===== config.mk =====
export PLATFORM = sky130hd
export DESIGN_NAME = bst_start_timing
export DESIGN_NICKNAME = d
export VERILOG_FILES = /design/src/inc/bst_pkg.sv /design/src/verilog/bst_interval_timer.sv /design/src/verilog/bst_start_timing.sv
export SDC_FILE = /design/constraint.sdc
export NUM_CORES = 1
export LEC_CHECK = 0
export BUFFER_PORTS_ARGS = -buffer_cell sky130_fd_sc_hd__buf_4
export CAP_MARGIN = 25
export CORE_UTILIZATION = 30
export CTS_CLUSTER_DIAMETER = 120
export DETAILED_ROUTE_END_ITERATION = 10
export SLEW_MARGIN = 25
export SYNTH_ARGS = -nofsm -noshare
export SYNTH_HDL_FRONTEND = slang
export SYNTH_SLANG_ARGS = --single-unit

===== constraint.sdc =====
create_clock -name pclk -period 2.25 [get_ports pclk]
set_input_delay 0.3375 -clock pclk [delete_from_list [all_inputs] [get_ports pclk]]
set_output_delay 0.3375 -clock pclk [all_outputs]
set_load 0.03 [all_outputs]

===== src/inc/bst_pkg.sv =====
`default_nettype none
package bst_pkg;
   // ------------------------------------------------------------
   // register map
   // ------------------------------------------------------------
   localparam logic [7:0] BST_IDX_SOFTSTART = 8'h05;
   localparam logic [7:0] BST_IDX_DELAY = 8'h06;
   localparam logic [7:0] BST_IDX_STATUS = 8'h0a;
   localparam int BST_ADDR_W = 12;
   localparam logic [3:0] BST_SOFTSTART_RST = 4'h4;
   localparam logic [3:0] BST_DELAY_RST = 4'h2;
   localparam int BST_FIELD_MSB = 3;
   localparam int BST_FIELD_LSB = 0;
   // ------------------------------------------------------------
   // timing
   // ------------------------------------------------------------
   localparam int BST_CLK_HZ = 200_000_000;
   localparam int BST_BASE_US = 500;
   localparam int BST_BASE_CYC = (BST_CLK_HZ / 1_000_000) * BST_BASE_US;
   localparam logic [9:0] BST_STEP_TICKS = 10'h00a;
   localparam logic [9:0] BST_MIN_RAMP_TICKS = 10'h001;
   localparam int BST_CNT_W = 10;
   // ------------------------------------------------------------
   // sequencer states
   // ------------------------------------------------------------
   typedef enum logic [1:0]
   {
      BST_IDLE = 2'b00,
      BST_DELAY = 2'b01,
      BST_RAMP = 2'b10,
      BST_DONE = 2'b11
   } bst_state_t;
endpackage
`default_nettype wire


===== src/verilog/bst_interval_timer.sv =====
`default_nettype none
module bst_interval_timer
   import bst_pkg::*;
(
   // clock, reset, enable
   input wire logic pclk,
   input wire logic presetn,
   input wire logic ce,
   // control
   input wire logic load,
   input wire logic [BST_CNT_W-1:0] load_val,
   input wire logic tick,
   // status
   output logic busy,
   output logic expire
);
   logic [BST_CNT_W-1:0] cnt_r, cnt_nxt;
   logic expire_r, expire_nxt;

   // ------------------------------------------------------------
   // down counter on base ticks
   // ------------------------------------------------------------
   always_comb
   begin
      cnt_nxt = cnt_r;
      expire_nxt = 1'b0;
      if (load)
         cnt_nxt = load_val;
      else if (tick && cnt_r != '0)
      begin
         cnt_nxt = cnt_r - 1'b1;
         expire_nxt = (cnt_r == {{(BST_CNT_W-1){1'b0}}, 1'b1});
      end
   end

   always_ff @(posedge pclk or negedge presetn)
   begin
      if (!presetn)
      begin
         cnt_r <= '0;
         expire_r <= 1'b0;
      end
      else if (ce)
      begin
         cnt_r <= cnt_nxt;
         expire_r <= expire_nxt;
      end
   end

   assign busy = (cnt_r != '0);
   assign expire = expire_r;
endmodule
`default_nettype wire


===== src/verilog/bst_start_timing.sv =====
`default_nettype none
module bst_start_timing
   import bst_pkg::*;
#(
   parameter int BASE_CYC = BST_BASE_CYC
)
(
   // clock, reset, enable
   input wire logic pclk,
   input wire logic presetn,
   input wire logic ce,
   // apb slave
   input wire logic psel,
   input wire logic penable,
   input wire logic pwrite,
   input wire logic [BST_ADDR_W-1:0] paddr,
   input wire logic [31:0] pwdata,
   output logic [31:0] prdata,
   output logic pready,
   output logic pslverr,
   // sequencing
   input wire logic tcon_reset_rel,
   output logic conv_start,
   output logic ramp_done,
   output logic conv_running
);
   // ------------------------------------------------------------
   // state
   // ------------------------------------------------------------
   logic [3:0] ss_r, ss_nxt;
   logic [3:0] dly_r, dly_nxt;
   logic [31:0] rdata_r, rdata_nxt;
   logic ready_r, ready_nxt;
   logic err_r, err_nxt;
   logic [31:0] pre_r, pre_nxt;
   logic rel_d_r, rel_d_nxt;
   logic start_r, start_nxt;
   logic done_r, done_nxt;
   bst_state_t st_r, st_nxt;
   logic tick;
   logic hit_ss, hit_dly, hit_st, mapped;
   logic wr_acc;
   logic rise;
   logic dly_load, ramp_load;
   logic [BST_CNT_W-1:0] dly_ticks, ramp_ticks;
   logic dly_exp, ramp_exp;

   // ------------------------------------------------------------
   // apb decode
   // ------------------------------------------------------------
   assign hit_ss = (paddr == {2'b00, BST_IDX_SOFTSTART, 2'b00});
   assign hit_dly = (paddr == {2'b00, BST_IDX_DELAY, 2'b00});
   assign hit_st = (paddr == {2'b00, BST_IDX_STATUS, 2'b00});
   assign mapped = hit_ss | hit_dly | hit_st;
   assign wr_acc = psel & penable & pwrite & ready_r & ce;

   always_comb
   begin
      ready_nxt = psel & penable & ~ready_r;
      err_nxt = psel & penable & ~ready_r & (~mapped | (pwrite & hit_st));
      rdata_nxt = rdata_r;
      ss_nxt = ss_r;
      dly_nxt = dly_r;
      if (psel & penable & ~ready_r & ~pwrite)
      begin
         rdata_nxt = 32'h0000_0000;
         if (hit_ss)
            rdata_nxt[BST_FIELD_MSB:BST_FIELD_LSB] = ss_r;
         else if (hit_dly)
            rdata_nxt[BST_FIELD_MSB:BST_FIELD_LSB] = dly_r;
         else if (hit_st)
            rdata_nxt[2:0] = {conv_running, st_r};
      end
      if (wr_acc & hit_ss)
         ss_nxt = pwdata[BST_FIELD_MSB:BST_FIELD_LSB];
      if (wr_acc & hit_dly)
         dly_nxt = pwdata[BST_FIELD_MSB:BST_FIELD_LSB];
   end

   always_ff @(posedge pclk or negedge presetn)
   begin
      if (!presetn)
      begin
         ss_r <= BST_SOFTSTART_RST;
         dly_r <= BST_DELAY_RST;
         rdata_r <= 32'h0000_0000;
         ready_r <= 1'b0;
         err_r <= 1'b0;
      end
      else if (ce)
      begin
         ss_r <= ss_nxt;
         dly_r <= dly_nxt;
         rdata_r <= rdata_nxt;
         ready_r <= ready_nxt;
         err_r <= err_nxt;
      end
   end

   assign pready = ready_r & ce;
   assign pslverr = err_r & ready_r & ce;
   assign prdata = rdata_r;

   // ------------------------------------------------------------
   // time base and sequencer
   // ------------------------------------------------------------
   assign tick = (pre_r == 32'(BASE_CYC - 1));
   assign rise = tcon_reset_rel & ~rel_d_r;
   assign dly_ticks = 10'(dly_r) * BST_STEP_TICKS;
   assign ramp_ticks = (ss_r == 4'h0) ? BST_MIN_RAMP_TICKS
                     : 10'(ss_r) * BST_STEP_TICKS;

   always_comb
   begin
      st_nxt = st_r;
      dly_load = 1'b0;
      ramp_load = 1'b0;
      start_nxt = 1'b0;
      done_nxt = 1'b0;
      rel_d_nxt = tcon_reset_rel;
      pre_nxt = tick ? 32'h0000_0000 : pre_r + 32'h0000_0001;
      case (st_r)
         BST_IDLE:
         begin
            if (rise)
            begin
               pre_nxt = 32'h0000_0000;
               if (dly_r == 4'h0)
               begin
                  st_nxt = BST_RAMP;
                  start_nxt = 1'b1;
                  ramp_load = 1'b1;
               end
               else
               begin
                  st_nxt = BST_DELAY;
                  dly_load = 1'b1;
               end
            end
         end
         BST_DELAY:
         begin
            if (dly_exp)
            begin
               st_nxt = BST_RAMP;
               start_nxt = 1'b1;
               ramp_load = 1'b1;
               pre_nxt = 32'h0000_0000;
            end
         end
         BST_RAMP:
         begin
            if (ramp_exp)
            begin
               st_nxt = BST_DONE;
               done_nxt = 1'b1;
            end
         end
         BST_DONE:
            st_nxt = BST_DONE;
         default:
            st_nxt = BST_IDLE;
      endcase
      if (!tcon_reset_rel)
      begin
         st_nxt = BST_IDLE;
         dly_load = 1'b1;
         ramp_load = 1'b1;
         start_nxt = 1'b0;
         done_nxt = 1'b0;
      end
   end

   always_ff @(posedge pclk or negedge presetn)
   begin
      if (!presetn)
      begin
         st_r <= BST_IDLE;
         pre_r <= 32'h0000_0000;
         rel_d_r <= 1'b0;
         start_r <= 1'b0;
         done_r <= 1'b0;
      end
      else if (ce)
      begin
         st_r <= st_nxt;
         pre_r <= pre_nxt;
         rel_d_r <= rel_d_nxt;
         start_r <= start_nxt;
         done_r <= done_nxt;
      end
   end

   bst_interval_timer u_delay
   (
      .pclk(pclk),
      .presetn(presetn),
      .ce(ce),
      .load(dly_load),
      .load_val(tcon_reset_rel ? dly_ticks : 10'h000),
      .tick(tick),
      .busy(),
      .expire(dly_exp)
   );

   bst_interval_timer u_ramp
   (
      .pclk(pclk),
      .presetn(presetn),
      .ce(ce),
      .load(ramp_load),
      .load_val(tcon_reset_rel ? ramp_ticks : 10'h000),
      .tick(tick),
      .busy(),
      .expire(ramp_exp)
   );

   assign conv_start = start_r;
   assign ramp_done = done_r;
   assign conv_running = (st_r == BST_RAMP) | (st_r == BST_DONE);
endmodule
`default_nettype wire


== After elaboration in Yosys (flattened, before gate mapping) ==
Index checks and enable logic that the tools add are counted.

* Reductions and logical operators: 15
* $mul: 2
* Eq/ne operators: 12
* Add/subtract/negate cells: 3
* Bitwise gates (word level): 22
* Muxes and demuxes: 38

{| class="wikitable"
|+ Operator list
! kind !! number
|-
| $mux W32 || 3
|-
| $pmux W32 S2 || 1
|-
| $mux W10 || 4
|-
| $add A32 B1 Y32 const B || 1
|-
| $eq A32 B17 Y1 const B || 1
|-
| $eq A12 B5 Y1 const B || 2
|-
| $mux W8 || 3
|-
| $eq A10 B1 Y1 const B || 2
|-
| $reduce_bool A10 Y1 || 2
|-
| $sub A10 B1 Y10 const B || 2
|-
| $mux W1 || 17
|-
| $and A1 B1 Y1 || 14
|-
| $mul A4 B3 Y7 const B || 2
|-
| $eq A12 B6 Y1 const B || 1
|-
| $mux W2 || 5
|-
| $reduce_and A2 Y1 || 5
|-
| $logic_not A4 Y1 || 2
|-
| $pmux W2 S4 || 1
|-
| $mux W3 || 2
|-
| $ne A3 B2 Y1 const B || 2
|-
| $eq A2 B2 Y1 const B || 2
|-
| $mux W4 || 1
|-
| $not A1 Y1 || 4
|-
| $or A1 B1 Y1 || 4
|-
| other kinds (7) || 9
|}

* Output and inout bits: 37
* Input port bits: 51
* Register bits: 73
* Logic and storage cells: 106

== Logic depth before layout (Yosys ltp) ==
* Depth in word-level cells: 7
* Gate-level depth with buffers: 8

== Hierarchy ==
From an unflattened synthesis, not the netlist that was laid out.

* Cells, all modules: 528
* Area total of the unflattened synthesis: 4717.0 µm²

{| class="wikitable"
|+ By module, submodules not included
! module !! area each (µm²) !! times used !! cells each
|-
| bst_start_timing || 3198.1 || 1 || 350
|-
| bst_interval_timer || 759.5 || 2 || 89
|}

== Least setup slack after synthesis ==
OpenSTA, ideal clock, no wires.

* Kind: in2reg
* Start point: in ce
* End point: reg ss_r[0]
* Arrival: 2.121 ns
* Buffers on the path: 2
* Stages: 7
* Library setup time: 0.125 ns
* Path slack: 0.005 ns
* Cell sequence: clkbuf_1 > clkinv_1 > nor2_1 > and3_1 > and3_1 > clkbuf_1 > mux2_2

* Word-level cells in the longest chain between the ends: 3

{| class="wikitable"
|+ RTL lines
! what !! line !! text
|-
| start, declared || bst_start_timing.sv:11 || <nowiki>input wire logic ce,</nowiki>
|-
| $and A1 B1 Y1 || bst_start_timing.sv:55 || <nowiki>assign wr_acc = psel & penable & pwrite & ready_r & ce;</nowiki>
|-
| $and A1 B1 Y1 || bst_start_timing.sv:74 || <nowiki>if (wr_acc & hit_ss)</nowiki>
|-
| $reduce_and A2 Y1 (no line) * || n/a ||
|-
| end signal, assigned || bst_start_timing.sv:92 || <nowiki>ss_r <= ss_nxt;</nowiki>
|-
| end, declared || bst_start_timing.sv:30 || <nowiki>logic [3:0] ss_r, ss_nxt;</nowiki>
|}

Every way passes the cells marked *; elsewhere a longest branch is shown, timed or not.
A chain may end at the register's enable or synchronous reset.

== Worst setup path after layout ==
* Start point: reg pre_r[22]
* End point: reg u_delay.cnt_r[8]

* Word-level cells in the longest chain between the ends: 4

{| class="wikitable"
|+ RTL lines
! what !! line !! text
|-
| start, declared || bst_start_timing.sv:35 || <nowiki>logic [31:0] pre_r, pre_nxt;</nowiki>
|-
| start signal, assigned || bst_start_timing.sv:187 || <nowiki>pre_r <= pre_nxt;</nowiki>
|-
| $eq A32 B17 Y1 || bst_start_timing.sv:107 || <nowiki>assign tick = (pre_r == 32'(BASE_CYC - 1));</nowiki>
|-
| $logic_and A1 B1 Y1 || bst_interval_timer.sv:29 || <nowiki>else if (tick && cnt_r != '0)</nowiki>
|-
| $reduce_bool A2 Y1 (no line) || n/a ||
|-
| $reduce_and A2 Y1 (no line) || n/a ||
|-
| end signal, assigned || bst_interval_timer.sv:45 || <nowiki>cnt_r <= cnt_nxt;</nowiki>
|-
| end, declared || bst_interval_timer.sv:17 || <nowiki>logic [BST_CNT_W-1:0] cnt_r, cnt_nxt;</nowiki>
|}

Every way passes these cells.

==> metrics <==
status=finished clean; post-synthesis mux area share=roughly 2.4%; Pwr per Cell Area=633.2 nW/µm²; Max Fclk=451.1 MHz; Final Hold Vio Count=0; first drt pass iteration count=5; worst slew pin tran=0.7147 ns; CP Class=reg2reg; Compound-Gate Fraction of Synth Area=14.24%; initial antenna violation count=0; total chip power=3.678 mW; hold crit path type=in2async; placed insts=790; Filler cells=between 1500 and 2000; htree depth=3; Adder-Cell Fraction of Synth Area=4.825%; cell area after layout=approximately 5800 µm²; Synth Area in XOR/XNOR=4.639%; TritonCTS clock tree=yes; row cnt=45; Post-Syn Instances=525; Initial DRC Count=roughly 310; final wirelength=11940 µm; largest cells by area after synthesis=dfrtp_1, nor2_1, buf_4; Vias=4172; Syn Area/Cell=approximately 9 µm²; CP endpoint kind=register; reg2reg end=u_delay.cnt_r[8]$_DFFE_PN0P_; die extent in x=127.4 µm; CP top delay family=simple AND/OR/NAND/NOR gates; die height=127.4 µm; first-pass GRT wire length=20180 µm; Register Area=1829 µm²; cts hold-fix bufs=0; grt ovf=0; critical path peak fanout=7; post-DP HPWL=about 8600 µm; crit-path cells=nor4_4 -> nand4_4 -> or4b_4 -> or4b_1 -> nand2_1; Worst-path clk slew=~0.07 ns; largest stage delay on the critical path=0.57 ns; Inserted Clock Buffers=9; number of synthesized flops with an enable pin=0; CTS sink cnt=73; final worst-path cycle share=a little over nine tenths; Avg WL per Cell=14.72 µm; Buf+Inv Stages, Crit Path=0; RSZ-0062 raised after global routing=yes; R2R depth=5; Max-Cap Viols=0; Antenna Cells=0; detailed-route DRC error count=0; Yosys top cell by area=dfrtp_1; Seq/Total Area, Yosys=38.76%; gr usage total=about 15%; share of the synthesized area in the top cell type=a little under two fifths; Yosys cell types=70; Max-slew headroom=52.18%; Vias/cell=between 5 and 6; count of buffers from port buffering=31; gp weighted congestion=0.8626; clk_skew=0.009890 ns; Post-DRT Antenna Nets=0; r2r setup slk=0.03 ns; Worst R2R Start=pre_r[22]$_DFFE_PN0P_; Root Buffer=clkbuf_16; vias in the first global route=4188; largest net degree at the start of global routing=45; Clk Latency, worst-skew pair=around 0.34 ns; placed cell area=5399 µm²; final worst slack=0.03335 ns; count leader, synth=dfrtp_1; Cell Count, Final, Fillers Out=811; clock tree buffer depth=2; I/O pins=88; Max Slew Vio Count=0; Core Box Area=15260 µm²; Critical-path top delay cell=or4b_4; Static Leak=2.579 nW; CP Data Required Time=about 2.5 ns; Final Setup Violations=0; flops & latches, synth=73; Post-Synth Simple-Gate Area=26.11%; Final Critical Period=between 2 and 2.5 ns; share of layout cells above drive strength 1=between 20% and 30%; Synth warnings=0; area of the multi-input gates=between 2000 and 3000 µm²; mapped cell area=4720 µm²; Synth top cells by count=dfrtp_1, nor2_1, nand3_1; Final #Nets=663; tightest hold margin=between 0.015 and 0.02 ns; critical path arrival=2.49 ns; Setup crit start kind=register; Post-synth ARST share=100.0%; die area=16240 µm²; peak supply drop=334.5 µV; Main synth FF type=dfrtp_1; Post-Place Setup Slack=-0.07242 ns; Starting Density=between 30% and 40%; P&R area growth vs syn=23.06%; largest family of logic cells by synthesized area=simple AND/OR/NAND/NOR gates
[layout by cell type (no fill, tap or decap), drive strengths merged, types with 3 or more instances in the layout]
cell type / n
a21o: 5
a21oi: 11
a222oi: 3
a22o: 4
a31oi: 6
a32o: 4
and3: 13
and4: 3
buf: 88
clkbuf: 9
clkinv: 5
conb: 28
dfrtp: 71
ha: 15
inv: 24
mux2: 9
nand2: 28
nand2b: 6
nand3: 31
nand4: 21
nor2: 60
nor3: 17
nor3b: 4
nor4: 20
nor4b: 4
o211ai: 7
o21ai: 17
o2bb2ai: 5
o31ai: 5
o41ai: 3
or3: 4
or4: 6
or4b: 5
xnor2: 20
xor2: 5
[metrics by stage]
stage | setup TNS, ns | util, %
floorplan | 0 | -
detailed placement | -0.2170 | 35.38
CTS | 0 | 37.53
finish | 0 | 38.06
global route | -0.2168 | 38.06
global placement | -0.04774 | 35.38
[cell type report]
cell class | instances | area share [%]
clock buffers | 9 | 3.878
well taps | 211 | 4.545
multi-input cells | 399 | 45.22
flip-flops and latches | 73 | 31.49
repair buffers | 88 | 11.93
clock inverters | 7 | 1.379
inverters | 24 | 1.551
[cell families after synthesis]
family,Yosys count
XOR/XNOR,25
AND/OR/NAND/NOR,228
buffers and inverters,80
multiplexers,10
AO/OA/AOI/OAI,91
adder cells (fa/ha/maj),17
other,1
flip-flops,73
[power by group]
group	internal, mW	switching (mW)
Sequential	1.40	0.0682
Combinational	0.294	0.443
Clock	0.870	0.602
[sequential cells by signal, summed over array words and instances, names as in the netlist, 2 cells and up]
register       cells
dly_r              4
prdata             4
pre_r             32
ss_r               4
st_r               2
u_delay.cnt_r     10
u_ramp.cnt_r      10
[routing by layer]
metal	wire (µm)	global-route usage, %
met1	5582	19.98
met2	5777	25.78
met3	387	2.429
met4	189	5.952
met5	0	0
[repair_timing]
action / in CTS / in global routing
setup buffers: 3 / 2
setup endpoints to repair: 4 / 48
resized for setup: 0 / 13
pin swaps: 2 / 5
[worst register-to-register path, delay by kind of cell, from the launching register on]
kind	cells	cell delay (ns)
and+or+nand+nor	5	1.73
DFF	1	0.42
[worst max-delay path by stage]
stage	start	end	slack, ns	cells past startpoint
finish	pre_r[22]$_DFFE_PN0P_	u_delay.cnt_r[8]$_DFFE_PN0P_	0.03	5
global route	pre_r[22]$_DFFE_PN0P_	u_delay.cnt_r[8]$_DFFE_PN0P_	-0.06	5
CTS	pre_r[22]$_DFFE_PN0P_	u_ramp.cnt_r[1]$_DFFE_PN0P_	0.01	7
detailed placement	pre_r[22]$_DFFE_PN0P_	u_delay.cnt_r[8]$_DFFE_PN0P_	-0.07	5
global placement	pre_r[22]$_DFFE_PN0P_	u_delay.cnt_r[9]$_DFFE_PN0P_	-0.03	5
floorplan	ce	ss_r[0]$_DFFE_PN0P_	0.005	7
(Power assumes the default switching activity.)
